===== config.mk =====
export PLATFORM = sky130hd
export DESIGN_NAME = cppc_top
export DESIGN_NICKNAME = d
export VERILOG_FILES = /design/src/cppc_pkg.sv /design/src/cppc_top.sv
export SDC_FILE = /design/constraint.sdc
export NUM_CORES = 1
export LEC_CHECK = 0
export BUFFER_PORTS_ARGS = -buffer_cell sky130_fd_sc_hd__buf_2
export CORE_MARGIN = 3
export CORE_UTILIZATION = 25
export DETAILED_ROUTE_END_ITERATION = 16
export GPL_ROUTABILITY_DRIVEN = 0
export GPL_TIMING_DRIVEN = 0
export PLACE_DENSITY_LB_ADDON = 0.25
export REMOVE_ABC_BUFFERS = 1
export SLEW_MARGIN = 20
export SYNTH_ARGS = -nofsm -noshare
export SYNTH_HDL_FRONTEND = slang
export SYNTH_SLANG_ARGS = --single-unit
export TNS_END_PERCENT = 100

===== constraint.sdc =====
create_clock -name i_core_clk -period 14.6 [get_ports i_core_clk]
set_clock_uncertainty 0.2 [all_clocks]
set_input_delay 1.46 -clock i_core_clk [delete_from_list [all_inputs] [get_ports i_core_clk]]
set_output_delay 1.46 -clock i_core_clk [all_outputs]
set_load 0.005 [all_outputs]

===== src/cppc_pkg.sv =====
// shared constants for the charger power-path control block
package cppc_pkg;
  localparam int unsigned CLK_HZ = 20_000_000;
  localparam int unsigned TURBO_EXIT_MS = 20;
  localparam int unsigned TURBO_EXIT_CYC = CLK_HZ / 1000 * TURBO_EXIT_MS;
  localparam int unsigned STRAP_SETTLE_US = 40;
  localparam int unsigned STRAP_SETTLE_CYC = (CLK_HZ / 1_000_000) * STRAP_SETTLE_US;
  // register byte offsets
  localparam logic [7:0] OFS_CFG0 = 8'h00;
  localparam logic [7:0] OFS_CFG1 = 8'h04;
  localparam logic [7:0] OFS_CFG2 = 8'h08;
  localparam logic [7:0] OFS_LIM1 = 8'h0C;
  localparam logic [7:0] OFS_LIM2 = 8'h10;
  localparam logic [7:0] OFS_VMAX = 8'h14;
  localparam logic [7:0] OFS_VMIN = 8'h18;
  localparam logic [7:0] OFS_CHG  = 8'h1C;
  localparam logic [7:0] OFS_CMD  = 8'h20;
  localparam logic [7:0] OFS_STAT = 8'h24;
  // field positions
  localparam int unsigned CFG0_TURBO_DIS = 0;
  localparam int unsigned CFG0_VREF_LO   = 0;
  localparam int unsigned CFG1_PWRMON    = 3;
  localparam int unsigned CFG1_BATMON    = 4;
  localparam int unsigned CFG1_FREQ_LO   = 7;
  localparam int unsigned CFG1_LEARN_EXIT = 12;
  localparam int unsigned CFG2_TWO_LEVEL = 12;
  localparam int unsigned CMD_LEARN_ENTER = 0;
  localparam int unsigned CMD_LEARN_EXIT  = 1;
  // reset and default values (1 mA per lsb for limits, 1 mV per lsb for VMAX and VMIN)
  localparam logic [15:0] LIM2_RST = 16'h05DC;
  localparam logic [15:0] CFG_RST  = 16'h0000;
  localparam logic [15:0] LIM1_A01  = 16'h0064;
  localparam logic [15:0] LIM1_A048 = 16'h01DC;
  localparam logic [15:0] LIM1_A15  = 16'h05DC;
  localparam logic [15:0] VMAX_1S = 16'h1068;
  localparam logic [15:0] VMAX_2S = 16'h20D0;
  localparam logic [15:0] VMAX_3S = 16'h3138;
  localparam logic [15:0] VMIN_1S = 16'h0C00;
  localparam logic [15:0] VMIN_2S = 16'h1800;
  localparam logic [15:0] VMIN_3S = 16'h2400;
  localparam logic [31:0] UNMAPPED_RD = 32'h0000_0000;
  typedef enum logic [1:0] {CPPC_OFF, CPPC_BAT, CPPC_ADP, CPPC_LEARN} cppc_mode_t;
endpackage


===== src/cppc_top.sv =====
// power-path selection, strap decode, learn and peak-assist control
//
// Design decisions made here: the register addresses and register access over Avalon-MM.
`timescale 1ns/1ps
module cppc_top
  import cppc_pkg::*;
#(
  parameter int unsigned TURBO_EXIT_CYCLES = TURBO_EXIT_CYC
) (
  input  wire logic        i_core_clk,
  input  wire logic        i_rst,
  input  wire logic [7:0]  i_avs_address,
  input  wire logic        i_avs_read,
  input  wire logic        i_avs_write,
  input  wire logic [31:0] i_avs_writedata,
  input  wire logic [3:0]  i_avs_byteenable,
  output logic [31:0]      o_avs_readdata,
  output logic             o_avs_waitrequest,
  input  wire logic        i_bat_above_min,
  input  wire logic        i_adp_above_min,
  input  wire logic        i_bat_above_pwrmon,
  input  wire logic        i_bias_ok,
  input  wire logic        i_battery_absent_input,
  input  wire logic        i_rail_at_battery,
  input  wire logic        i_rail_below_bat_margin,
  input  wire logic        i_bat_below_rail_min,
  input  wire logic        i_bat_below_vmax,
  input  wire logic        i_adp_cur_at_limit,
  input  wire logic        i_adp_volt_at_ref,
  input  wire logic        i_chg_cur_detect,
  input  wire logic        i_dischg_low,
  input  wire logic        i_turbo_load,
  input  wire logic        i_lowside_short,
  input  wire logic [3:0]  i_strap_code,
  output logic             o_strap_current_en,
  output logic             o_adapter_switch_gate,
  output logic             o_battery_switch_gate,
  output logic             o_switcher_en,
  output logic             o_charge_en,
  output logic             o_input_limit_active,
  output logic [15:0]      o_input_limit_sel,
  output logic [1:0]       o_input_vref_sel,
  output logic [2:0]       o_freq_sel,
  output logic             o_system_power_monitor,
  output logic             o_battery_current_monitor,
  output logic             o_period_stretch
);
  import cppc_pkg::*;

  // two-flop synchronisers; the strap code is static while its test current settles
  localparam int unsigned NS = 19;
  logic [NS-1:0] s1, s2, raw;
  assign raw = {i_bat_above_min, i_adp_above_min, i_bat_above_pwrmon, i_bias_ok, i_battery_absent_input,
                i_rail_at_battery, i_rail_below_bat_margin, i_bat_below_rail_min, i_bat_below_vmax,
                i_adp_cur_at_limit, i_adp_volt_at_ref, i_chg_cur_detect, i_dischg_low, i_turbo_load,
                i_lowside_short, i_strap_code};
  always_ff @(posedge i_core_clk or posedge i_rst) begin
    if (i_rst) begin
      s1 <= '0;
      s2 <= '0;
    end else begin
      s1 <= raw;
      s2 <= s1;
    end
  end
  logic bat_ok, adp_ok, bat_pm_ok, bias_ok, bat_gone, rail_dec, rail_margin, bat_lt_min, bat_lt_max;
  logic adp_ilim, adp_vlim, chg_det, dis_low, turbo_ld, ls_short;
  assign {bat_ok, adp_ok, bat_pm_ok, bias_ok, bat_gone, rail_dec, rail_margin, bat_lt_min, bat_lt_max,
          adp_ilim, adp_vlim, chg_det, dis_low, turbo_ld, ls_short} = s2[NS-1:4];
  logic [3:0] strap_in;
  assign strap_in = s2[3:0];

  // registers
  logic [15:0] cfg0, cfg1, cfg2, lim1, lim2, vmax, vmin, chg;
  logic        strap_valid;
  logic [3:0]  strap;
  logic        bat_gone_q, adp_q, pm_q;
  cppc_mode_t  mode;
  logic        learn_pend;
  logic        turbo;
  logic [$clog2(TURBO_EXIT_CYCLES+1)-1:0] dis_cnt;

  function automatic logic [15:0] lim1_default(input logic [3:0] code);
    logic [3:0] pos;
    pos = (code < 4'h6) ? code : (code - 4'h1) % 4'h5;
    unique case (pos)
      4'h0, 4'h5: lim1_default = LIM1_A01;
      4'h1, 4'h3: lim1_default = LIM1_A048;
      default:    lim1_default = LIM1_A15;
    endcase
  endfunction
  function automatic logic [1:0] cells(input logic [3:0] code);
    cells = (code > 4'hA) ? 2'h3 : ((code > 4'h5) ? 2'h2 : 2'h1);
  endfunction
  function automatic logic [15:0] vmax_default(input logic [3:0] code);
    unique case (cells(code))
      2'h1:    vmax_default = VMAX_1S;
      2'h2:    vmax_default = VMAX_2S;
      default: vmax_default = VMAX_3S;
    endcase
  endfunction
  function automatic logic [15:0] vmin_default(input logic [3:0] code);
    unique case (cells(code))
      2'h1:    vmin_default = VMIN_1S;
      2'h2:    vmin_default = VMIN_2S;
      default: vmin_default = VMIN_3S;
    endcase
  endfunction
  function automatic logic [15:0] merge(input logic [15:0] old, input logic [31:0] wd, input logic [3:0] be);
    merge = {be[1] ? wd[15:8] : old[15:8], be[0] ? wd[7:0] : old[7:0]};
  endfunction

  // strap read sequencer: test current on, settle, then sample
  logic [$clog2(STRAP_SETTLE_CYC+1)-1:0] settle;
  logic strap_req, strap_done;
  logic adp_rise, pm_rise;
  assign adp_rise = adp_ok & ~adp_q;
  assign pm_rise  = cfg1[CFG1_PWRMON] & ~pm_q;
  // battery start skips the strap until monitor on; adapter needs it before its gate closes
  assign strap_req = (adp_rise & ~strap_valid) | (mode == CPPC_BAT && pm_rise && bat_pm_ok);
  assign strap_done = o_strap_current_en && (settle == STRAP_SETTLE_CYC[$bits(settle)-1:0]);
  always_ff @(posedge i_core_clk or posedge i_rst) begin
    if (i_rst) begin
      o_strap_current_en <= 1'b0;
      settle <= '0;
    end else if (strap_done) begin
      o_strap_current_en <= 1'b0;
      settle <= '0;
    end else if (strap_req | o_strap_current_en) begin
      o_strap_current_en <= 1'b1;
      settle <= settle + 1'b1;
    end
  end
  always_ff @(posedge i_core_clk or posedge i_rst) begin
    if (i_rst) begin
      strap <= '0;
      strap_valid <= 1'b0;
    end else if (strap_done) begin
      strap <= strap_in;
      strap_valid <= 1'b1;
    end
  end

  always_ff @(posedge i_core_clk or posedge i_rst) begin
    if (i_rst) begin
      bat_gone_q <= 1'b0;
      adp_q <= 1'b0;
      pm_q <= 1'b0;
    end else begin
      bat_gone_q <= bat_gone;
      adp_q <= adp_ok;
      pm_q <= cfg1[CFG1_PWRMON];
    end
  end

  // bus slave: one wait cycle, request taken when waitrequest low
  logic wr_go, rd_load;
  assign wr_go = i_avs_write & ~o_avs_waitrequest;
  // read data load in the wait cycle so they stand at the accepting edge
  assign rd_load = i_avs_read & o_avs_waitrequest;
  always_ff @(posedge i_core_clk or posedge i_rst) begin
    if (i_rst) begin
      o_avs_waitrequest <= 1'b1;
    end else begin
      o_avs_waitrequest <= ~((i_avs_read | i_avs_write) & o_avs_waitrequest);
    end
  end
  logic adp_reload, cfg_reload;
  assign adp_reload = strap_valid && adp_q && !adp_ok ? 1'b0 : (adp_rise | (strap_done & adp_ok));
  assign cfg_reload = strap_done & (mode == CPPC_BAT);
  always_ff @(posedge i_core_clk or posedge i_rst) begin
    if (i_rst) begin
      cfg0 <= CFG_RST;
      cfg1 <= CFG_RST;
      cfg2 <= CFG_RST;
      lim1 <= LIM1_A01;
      lim2 <= LIM2_RST;
      vmax <= VMAX_1S;
      vmin <= VMIN_1S;
      chg  <= '0;
    end else begin
      if (cfg_reload) begin
        cfg0 <= CFG_RST;
        cfg1 <= cfg1 & (16'h1 << CFG1_PWRMON);
        cfg2 <= CFG_RST;
        lim2 <= LIM2_RST;
        chg  <= '0;
      end else if (wr_go) begin
        unique case (i_avs_address)
          OFS_CFG0: cfg0 <= merge(cfg0, i_avs_writedata, i_avs_byteenable);
          OFS_CFG1: cfg1 <= merge(cfg1, i_avs_writedata, i_avs_byteenable);
          OFS_CFG2: cfg2 <= merge(cfg2, i_avs_writedata, i_avs_byteenable);
          OFS_LIM2: lim2 <= merge(lim2, i_avs_writedata, i_avs_byteenable);
          OFS_CHG:  chg  <= merge(chg, i_avs_writedata, i_avs_byteenable);
          default: ;
        endcase
      end
      // power monitor not allowed in battery mode below its threshold
      if (mode == CPPC_BAT && !bat_pm_ok && cfg1[CFG1_PWRMON]) begin
        cfg1[CFG1_PWRMON] <= 1'b0;
      end
      if (adp_reload) begin
        lim1 <= lim1_default(strap_done ? strap_in : strap);
      end else if (wr_go && i_avs_address == OFS_LIM1) begin
        lim1 <= merge(lim1, i_avs_writedata, i_avs_byteenable);
      end
      if (cfg_reload || (adp_reload && !cfg1[CFG1_PWRMON])) begin
        vmax <= vmax_default(strap_done ? strap_in : strap);
        vmin <= vmin_default(strap_done ? strap_in : strap);
      end else if (wr_go && i_avs_address == OFS_VMAX) begin
        vmax <= merge(vmax, i_avs_writedata, i_avs_byteenable);
      end else if (wr_go && i_avs_address == OFS_VMIN) begin
        vmin <= merge(vmin, i_avs_writedata, i_avs_byteenable);
      end
    end
  end
  always_ff @(posedge i_core_clk or posedge i_rst) begin
    if (i_rst) begin
      o_avs_readdata <= '0;
    end else if (rd_load) begin
      unique case (i_avs_address)
        OFS_CFG0: o_avs_readdata <= {16'h0000, cfg0};
        OFS_CFG1: o_avs_readdata <= {16'h0000, cfg1};
        OFS_CFG2: o_avs_readdata <= {16'h0000, cfg2};
        OFS_LIM1: o_avs_readdata <= {16'h0000, lim1};
        OFS_LIM2: o_avs_readdata <= {16'h0000, lim2};
        OFS_VMAX: o_avs_readdata <= {16'h0000, vmax};
        OFS_VMIN: o_avs_readdata <= {16'h0000, vmin};
        OFS_CHG:  o_avs_readdata <= {16'h0000, chg};
        OFS_STAT: o_avs_readdata <= {22'h000000, strap_valid, turbo, o_battery_switch_gate,
                                     o_adapter_switch_gate, strap, mode};
        default:  o_avs_readdata <= UNMAPPED_RD;
      endcase
    end
  end

  // mode sequencer; learn commands act on the accepted write
  logic cmd_enter, cmd_exit, learn_exit;
  assign cmd_enter = wr_go && i_avs_address == OFS_CMD && i_avs_byteenable[0]
                     && i_avs_writedata[CMD_LEARN_ENTER];
  assign cmd_exit  = wr_go && i_avs_address == OFS_CMD && i_avs_byteenable[0]
                     && i_avs_writedata[CMD_LEARN_EXIT];
  // exit threshold picked by config word one: minimum or maximum rail setpoint
  assign learn_exit = cmd_exit | (cfg1[CFG1_LEARN_EXIT] ? bat_lt_max : bat_lt_min)
                      | (bat_gone & ~bat_gone_q);
  always_ff @(posedge i_core_clk or posedge i_rst) begin
    if (i_rst) begin
      mode <= CPPC_OFF;
      learn_pend <= 1'b0;
    end else begin
      unique case (mode)
        CPPC_OFF, CPPC_BAT, CPPC_ADP: begin
          if (adp_ok && o_adapter_switch_gate && cmd_enter) begin
            mode <= CPPC_LEARN;
            learn_pend <= 1'b1;
          end else if (adp_ok) begin
            mode <= CPPC_ADP;
          end else if (bat_ok) begin
            mode <= CPPC_BAT;
          end else begin
            mode <= CPPC_OFF;
          end
        end
        CPPC_LEARN: begin
          if (learn_exit) begin
            mode <= adp_ok ? CPPC_ADP : (bat_ok ? CPPC_BAT : CPPC_OFF);
            learn_pend <= 1'b0;
          end else if (rail_dec) begin
            learn_pend <= 1'b0;
          end
        end
      endcase
    end
  end

  // peak-assist: enter at rail margin, leave on charge or long low discharge
  always_ff @(posedge i_core_clk or posedge i_rst) begin
    if (i_rst) begin
      turbo <= 1'b0;
      dis_cnt <= '0;
    end else if (mode != CPPC_ADP || cfg0[CFG0_TURBO_DIS]) begin
      turbo <= 1'b0;
      dis_cnt <= '0;
    end else if (!turbo) begin
      turbo <= rail_margin;
      dis_cnt <= '0;
    end else if (chg_det || dis_cnt >= TURBO_EXIT_CYCLES[$bits(dis_cnt)-1:0]) begin
      turbo <= 1'b0;
      dis_cnt <= '0;
    end else begin
      dis_cnt <= dis_low ? dis_cnt + 1'b1 : '0;
    end
  end

  // gate drives and switcher control
  logic chg_nz;
  assign chg_nz = |chg;
  always_ff @(posedge i_core_clk or posedge i_rst) begin
    if (i_rst) begin
      o_adapter_switch_gate <= 1'b0;
      o_battery_switch_gate <= 1'b0;
      o_switcher_en <= 1'b0;
      o_charge_en <= 1'b0;
    end else begin
      // adapter gate waits for a valid strap reading
      o_adapter_switch_gate <= adp_ok && strap_valid && !o_strap_current_en;
      unique case (mode)
        CPPC_BAT:   o_battery_switch_gate <= 1'b1;
        CPPC_LEARN: o_battery_switch_gate <= !learn_pend;
        CPPC_ADP:   o_battery_switch_gate <= chg_nz || (turbo && turbo_ld);
        default:    o_battery_switch_gate <= 1'b0;
      endcase
      o_switcher_en <= mode == CPPC_ADP && o_adapter_switch_gate && bias_ok;
      o_charge_en <= mode == CPPC_ADP && o_switcher_en && chg_nz && !bat_gone;
    end
  end

  always_ff @(posedge i_core_clk or posedge i_rst) begin
    if (i_rst) begin
      o_input_limit_active <= 1'b0;
      o_input_limit_sel <= LIM1_A01;
      o_input_vref_sel <= 2'h0;
      o_freq_sel <= 3'h0;
      o_system_power_monitor <= 1'b0;
      o_battery_current_monitor <= 1'b0;
      o_period_stretch <= 1'b0;
    end else begin
      o_input_limit_active <= o_switcher_en && (adp_ilim || adp_vlim);
      o_input_limit_sel <= cfg2[CFG2_TWO_LEVEL] ? lim2 : lim1;
      o_input_vref_sel <= cfg0[CFG0_VREF_LO+1:CFG0_VREF_LO];
      o_freq_sel <= cfg1[CFG1_FREQ_LO+2:CFG1_FREQ_LO];
      o_system_power_monitor <= cfg1[CFG1_PWRMON] && (mode != CPPC_BAT || bat_pm_ok);
      o_battery_current_monitor <= cfg1[CFG1_BATMON];
      o_period_stretch <= o_switcher_en && ls_short;
    end
  end
endmodule // cppc_top

---- Yosys cells after proc, flatten, opt, wreduce, memory -nomap -nowiden ----
Cells that the tools add are included.
word-level totals
  flip-flop bits (word level) ............. 270
  bits of input ports ..................... 67
  output and inout port bits .............. 63
  logic and storage cells ................. 238
operators by class
  add/subtract/negate cells ............... 3
  divide/modulo/power cells ............... 1
  $lt $le $gt $ge ......................... 4
  equal/unequal tests ..................... 25
  mux-type cells .......................... 57
  bitwise operators ....................... 21
  reductions and logical operators ........ 84
operator list
  kind                                                             number
  16-bit 2-to-1 mux                                                23
  16-bit case mux with 9 select lines                              1
  19-bit 2-to-1 mux                                                4
  14-bit case mux with 2 select lines                              2
  2-bit nonzero test                                               19
  3-bit AND reduction                                              12
  8-bit by 5-bit == test with 1-bit output, second input constant  4
  1-bit logical AND                                                28
  11-bit case mux with 2 select lines                              1
  10-bit 2-to-1 mux                                                2
  19-bit by 1-bit adder with 19-bit output, second input constant  1
  19-bit greater-or-equal comparator, second input constant        1
  8-bit by 4-bit == test with 1-bit output, second input constant  2
  8-bit by 6-bit == test with 1-bit output, second input constant  2
  8-bit 2-to-1 mux                                                 2
  16-bit OR reduction                                              1
  1-bit 2-to-1 mux                                                 12
  10-bit by 1-bit adder with 10-bit output, second input constant  1
  10-bit == test, second input constant                            1
  2-bit 2-to-1 mux                                                 5
  2-bit AND reduction                                              5
  1-bit bitwise AND                                                9
  8-bit by 3-bit == test with 1-bit output, second input constant  1
  8-bit logical NOT                                                1
  other kinds (26)                                                 55

---- Depth between registers and ports, before layout ----
  word-level depth ........................ 10
  mapped depth ............................ 17
  depth with buffers taken out ............ 17

---- Worst setup path after synthesis ----
No wires, ideal clock.
  path kind ............................... register -> register
  start point ............................. register settle[0]
  end point ............................... register lim1[3]
  library setup time ...................... 0.139 ns
  arrival time ............................ 3.639 ns
  required time ........................... 14.261 ns
  slack ................................... 10.622 ns
  cell stages (with the launch flop) ...... 18
  buffers on the path ..................... 0
  clock period less this slack ............ 3.978 ns
  cells stage by stage .................... dfrtp_1 -> inv_1 -> ha_1 -> and4bb_1 -> nand3_2 -> mux2i_1 -> inv_1 -> ha_1 -> inv_1 -> ha_1 -> o32ai_1 -> a21boi_1 -> or3_1 -> and4_1 -> nor4_2 -> o31ai_4 -> xor2_2 -> a22oi_1
between the ends
  cells in the longest elaborated chain, start to end .. 10
  elaborated cells on any way between the ends .. 21
  classes of those cells .................. 1 x add/sub; 1 x div; 1 x order compare; 4 x eq/ne; 5 x mux; 2 x bitwise; 7 x reduce/logical
ends and longest elaborated chain
  item                                                                    line             text
  start, declared                                                         cppc_top.sv:114  logic [$clog2(STRAP_SETTLE_CYC+1)-1:0] settle;
  start signal, assigned                                                  cppc_top.sv:131  settle <= settle + 1'b1;
  10-bit == test *                                                        cppc_top.sv:121  assign strap_done = o_strap_current_en && (settle == STRAP_SETTLE_CYC[$bits(settle)-1:0]);
  1-bit logical AND *                                                     cppc_top.sv:121
  4-bit 2-to-1 mux                                                        --
  4-bit by 1-bit subtractor with 4-bit output                             cppc_top.sv:85   pos = (code < 4'h6) ? code : (code - 4'h1) % 4'h5;
  4-bit by 3-bit remainder unit with 4-bit output                         cppc_top.sv:85
  4-bit 2-to-1 mux                                                        cppc_top.sv:85
  4-bit by 1-bit == test with 1-bit output, or another cell as far along  cppc_top.sv:86   unique case (pos)
  2-bit OR reduction                                                      cppc_top.sv:86
  11-bit case mux with 2 select lines                                     cppc_top.sv:86
  16-bit 2-to-1 mux                                                       cppc_top.sv:202  if (adp_reload) begin
  end signal, assigned                                                    cppc_top.sv:203  lim1 <= lim1_default(strap_done ? strap_in : strap);
  end signal, assigned                                                    cppc_top.sv:205  lim1 <= merge(lim1, i_avs_writedata, i_avs_byteenable);
  end, declared                                                           cppc_top.sv:74   logic [15:0] cfg0, cfg1, cfg2, lim1, lim2, vmax, vmin, chg;
Mark *: on every way between the ends. The rest lies on a longest branch, timed or not.
A chain may end at the register's enable or synchronous reset.

---- Worst setup path in the final report ----
  start point ............................. input port i_avs_address[2]
  end point ............................... register cfg1[3]
between the ends
  cells in the longest elaborated chain, start to end .. 3
ends and longest elaborated chain
  item                                      line             text
  start, declared                           cppc_top.sv:12   input wire logic [7:0] i_avs_address,
  8-bit by 3-bit == test with 1-bit output  cppc_top.sv:189  unique case (i_avs_address)
  2-bit nonzero test (no line)              --
  4-bit AND reduction (no line)             --
  end signal, assigned                      cppc_top.sv:184  cfg1 <= cfg1 & (16'h1 << CFG1_PWRMON);
  end signal, assigned                      cppc_top.sv:191  OFS_CFG1: cfg1 <= merge(cfg1, i_avs_writedata, i_avs_byteenable);
  end, declared                             cppc_top.sv:74
No other way between the ends.

==> run_results.csv <==
group,metric,value,unit
setup_path,crit_family,"simple AND/OR/NAND/NOR gates",
final_layout,fin_area,13920,um^2
die,core-area,45870,um^2
final_layout,drive_gt1_share,19.44,%
power,ir_drop,94.24,uV
grt,grt_max_degree,77,
sta,tightest_slew,1015,ps
setup_path,critPathLaunchType,"input pin",
grt,first_global_vias,8873,
grt,grt_usage,14.01,%
sta,tns,0,ps
synthesis,synth_area,11750,um^2
clock_network,cts_tree,"done",
clock_network,hold_buffers,0,
clock_network,cts_made_buffers,30,
clock_network,cts_sinks,254,
die,start_util,25.62,%
die,rows,78,
setup_path,endpoint_kind,"flop",
die,fp.dieH,222.8,um
synthesis,ys_seq_area_share,54.29,%
die,die_area,49650,um^2
synthesis,syn_avg_cell_area,10.05,um^2
clock_network,cts_setup_buffers,0,
synthesis,synth_cells,1169,
place,hpwl,24040,um
setup_path,r2r_setup_slack,9520,ps
synthesis,ys_async_sr_fraction,100.0,%
sta,fin_crit_sh,35.28,%
die,io_pins,130,
sta,slew_headroom,32.35,%
final_layout,layout.nets,1310,
power,p_leak,0.006458,uW
run,cap_violations,0,
final_layout,fill_cells,4746,
sta,slew_violations,0,
setup_path,path_buf_inv,1,
sta,layout_min_cycle_time,5150,ps
synthesis,yosysUniqueCellTypes,76,
drt,wl_per_cell,19.01,um
drt,dr.first_iter.drc_count,873,
synthesis,yosysWarnings,0,
run_status,status,"finished clean",
synthesis,synth_edf_count,0,
drt,wirelength,35380,um
setup_path,critPathKind,"input pin to flop",
place,postPlaceCellArea,12860,um^2
drt,vias_per_cell,4.773,
setup_path,path_cells,"buf_4, nor2b_2, nand3_1, nor2_1, nand2_1, nor3_1, a211oi_1",
grt,grt_pass1_wl,54920,um
synthesis,synthFlopType,"dfrtp_1",
die,die_w,222.8,um
clock_network,htreeDepth,1,
grt,gr-total-overflow,0,
setup_path,crit_required,14840,ps
sta,rsz0062_at_grt,"false",
drt,num_vias,8882,
setup_path,arrival,5390,ps
drt,route.detailed.drc,0,
clock_network,clk_pin_slew,60,ps
grt,antenna_found_initial,0,
drt,dr.pass1.iters,7,
clock_network,cts_max_path_buffers,3,
setup_path,cpMaxStageDelayCell,"nor2_1",
setup_path,crit_fanout,43,
sta,timing.final.ws_setup,9450,ps
setup_path,cpPeakStageDelay,980,ps
sta,fmax,194.2,MHz
sta,timing_hold_violations_final,0,
clock_network,clk_latency,580,ps
clock_network,clockRootBuffer,"clkbuf_16",
hold_path,min_path_type,"flop to flop",
place,portBuffers,95,
sta,setup_viol,0,
final_layout,area_delta_synth_final,18.39,%
clock_network,cts_resized,0,
drt,drtAntennaViolNets,0,
synthesis,ys_ff_latch,254,
final_layout,fin_util,30.34,%
power,power_density,117.9,nW/um^2
sta,hold_ws,145.8,ps
place,place_ws,8964,ps
per-layer routing:
layer / up-vias / GRT usage [%] / part of all wire (%)
li1: 4185 / - / -
met5: - / 0 / 0
met1: 4372 / 20.71 / 47
met2: 271 / 20.91 / 44
met4: 0 / 3.076 / 1.9
met3: 54 / 3.144 / 6.9
logic make-up (layout without fill, tap and decap cells):
group | count (synthesis) | in the layout | synth area share (%)
fa+ha+maj | 7 | 7 | 0.7451
simple gates | 434 | 434 | 16.70
other cells | 1 | 17 | 0.03190
mux | 107 | 107 | 9.485
buf+inv | 109 | 185 | 4.173
compound gates | 235 | 235 | 12.87
flops | 254 | 254 | 54.29
xor+xnor | 22 | 22 | 1.703
per-stage QoR:
step           cells  total power (uW)
2_1_floorplan   1100             835.6
3_3_place_gp    1795             885.6
3_5_place_dp    1803             890.9
4_1_cts         1859              1668
5_1_grt         1860              1712
6_report        1861              1641
synth_stat cells (7+ instances only):
cell        n  area, um^2
buf_2       8       40.04
and3_1     10       62.56
o22ai_1    13       81.33
xnor2_1    10       87.58
nor3_1     10       50.05
nand2_1   187       701.9
a22oi_1    11       82.58
nor2b_1    10       62.56
xor2_1     11       96.34
ha_1        7       87.58
a22o_1     15       131.4
a221oi_1    9       78.83
nor4_1      7       43.79
mux2i_1    75       750.7
dfstp_2    20       525.5
or3_1       8       50.05
nand3_1    64       320.3
mux2_2     31       349.1
nand4_1     8       50.05
a31oi_1     9       56.30
o21ai_0    50       250.2
buf_4      16       120.1
dfrtp_1   234        5856
nor2_1    100       375.4
a21oi_1    86       430.4
inv_1      25       93.84
clkbuf_1   48       180.2
buf_1      11       41.29
sequential cells by signal, summed over array words and instances (netlist names), 16 cells and up:
| signal | count |
|---|---|
| lim2 | 16 |
| chg | 16 |
| lim1 | 16 |
| s1 | 19 |
| vmax | 16 |
| vmin | 16 |
| cfg1 | 16 |
| o_avs_readdata | 16 |
| cfg2 | 16 |
| dis_cnt | 19 |
| s2 | 19 |
| cfg0 | 16 |
| o_input_limit_sel | 16 |
final cells by class:
| cell class | count | area, um^2 | area share [%] |
|---|---|---|---|
| Antenna cell | 1 | 2.502 | 0.01798 |
| Tap cell | 600 | 750.7 | 5.395 |
| Timing Repair Buffer | 104 | 660.6 | 4.747 |
| Inverter | 25 | 101.3 | 0.7283 |
| Clock buffer | 35 | 799.5 | 5.745 |
| Multi-Input combinational cell | 821 | 5002 | 35.95 |
| Sequential cell | 254 | 6381 | 45.86 |
| Clock inverter | 21 | 217.7 | 1.564 |
power breakdown:
group	leakage (uW)	switching (uW)	internal, uW	total, uW
registers	0.00331	26.2	739	765
clock network	0.000500	315	447	762
logic	0.00265	73.1	40.6	114
total	0.00646	414	1230	1640
worst paths after layout:
| path | startpoint | endpoint | depth (start not counted) |
|---|---|---|---|
| setup / recovery | i_avs_address[2] | cfg1[3]$_DFFE_PP0P_ | 7 |
| hold / removal | s1[6]$_DFF_PP0_ | s2[6]$_DFF_PP0_ | 0 |
| setup reg to reg | settle[0]$_DFFE_PP0P_ | lim1[4]$_DFFE_PP0P_ | 17 |
| hold reg to reg | s1[6]$_DFF_PP0_ | s2[6]$_DFF_PP0_ | 0 |
| max in group asynchronous | i_rst | o_input_limit_sel[2]$_DFF_PP1_ | 4 |
| min in group asynchronous | i_rst | s1[11]$_DFF_PP0_ | 2 |
cell usage in the layout, fill, tap and decap left out, types with 9 or more instances in the layout:
cell type	n
inv_1	24
and3_1	10
a21oi_1	85
clkinv_2	9
o21ai_0	50
conb_1	16
xnor2_1	10
clkbuf_16	30
xor2_1	11
a22oi_1	11
nor2b_1	9
a221oi_1	9
nor2_1	97
a22o_1	15
dfrtp_1	234
nand2_1	187
o22ai_1	13
mux2_2	31
nand3_1	64
buf_2	94
mux2i_1	75
dfstp_2	20
No activity file was read; power rests on OpenSTA's default activity.
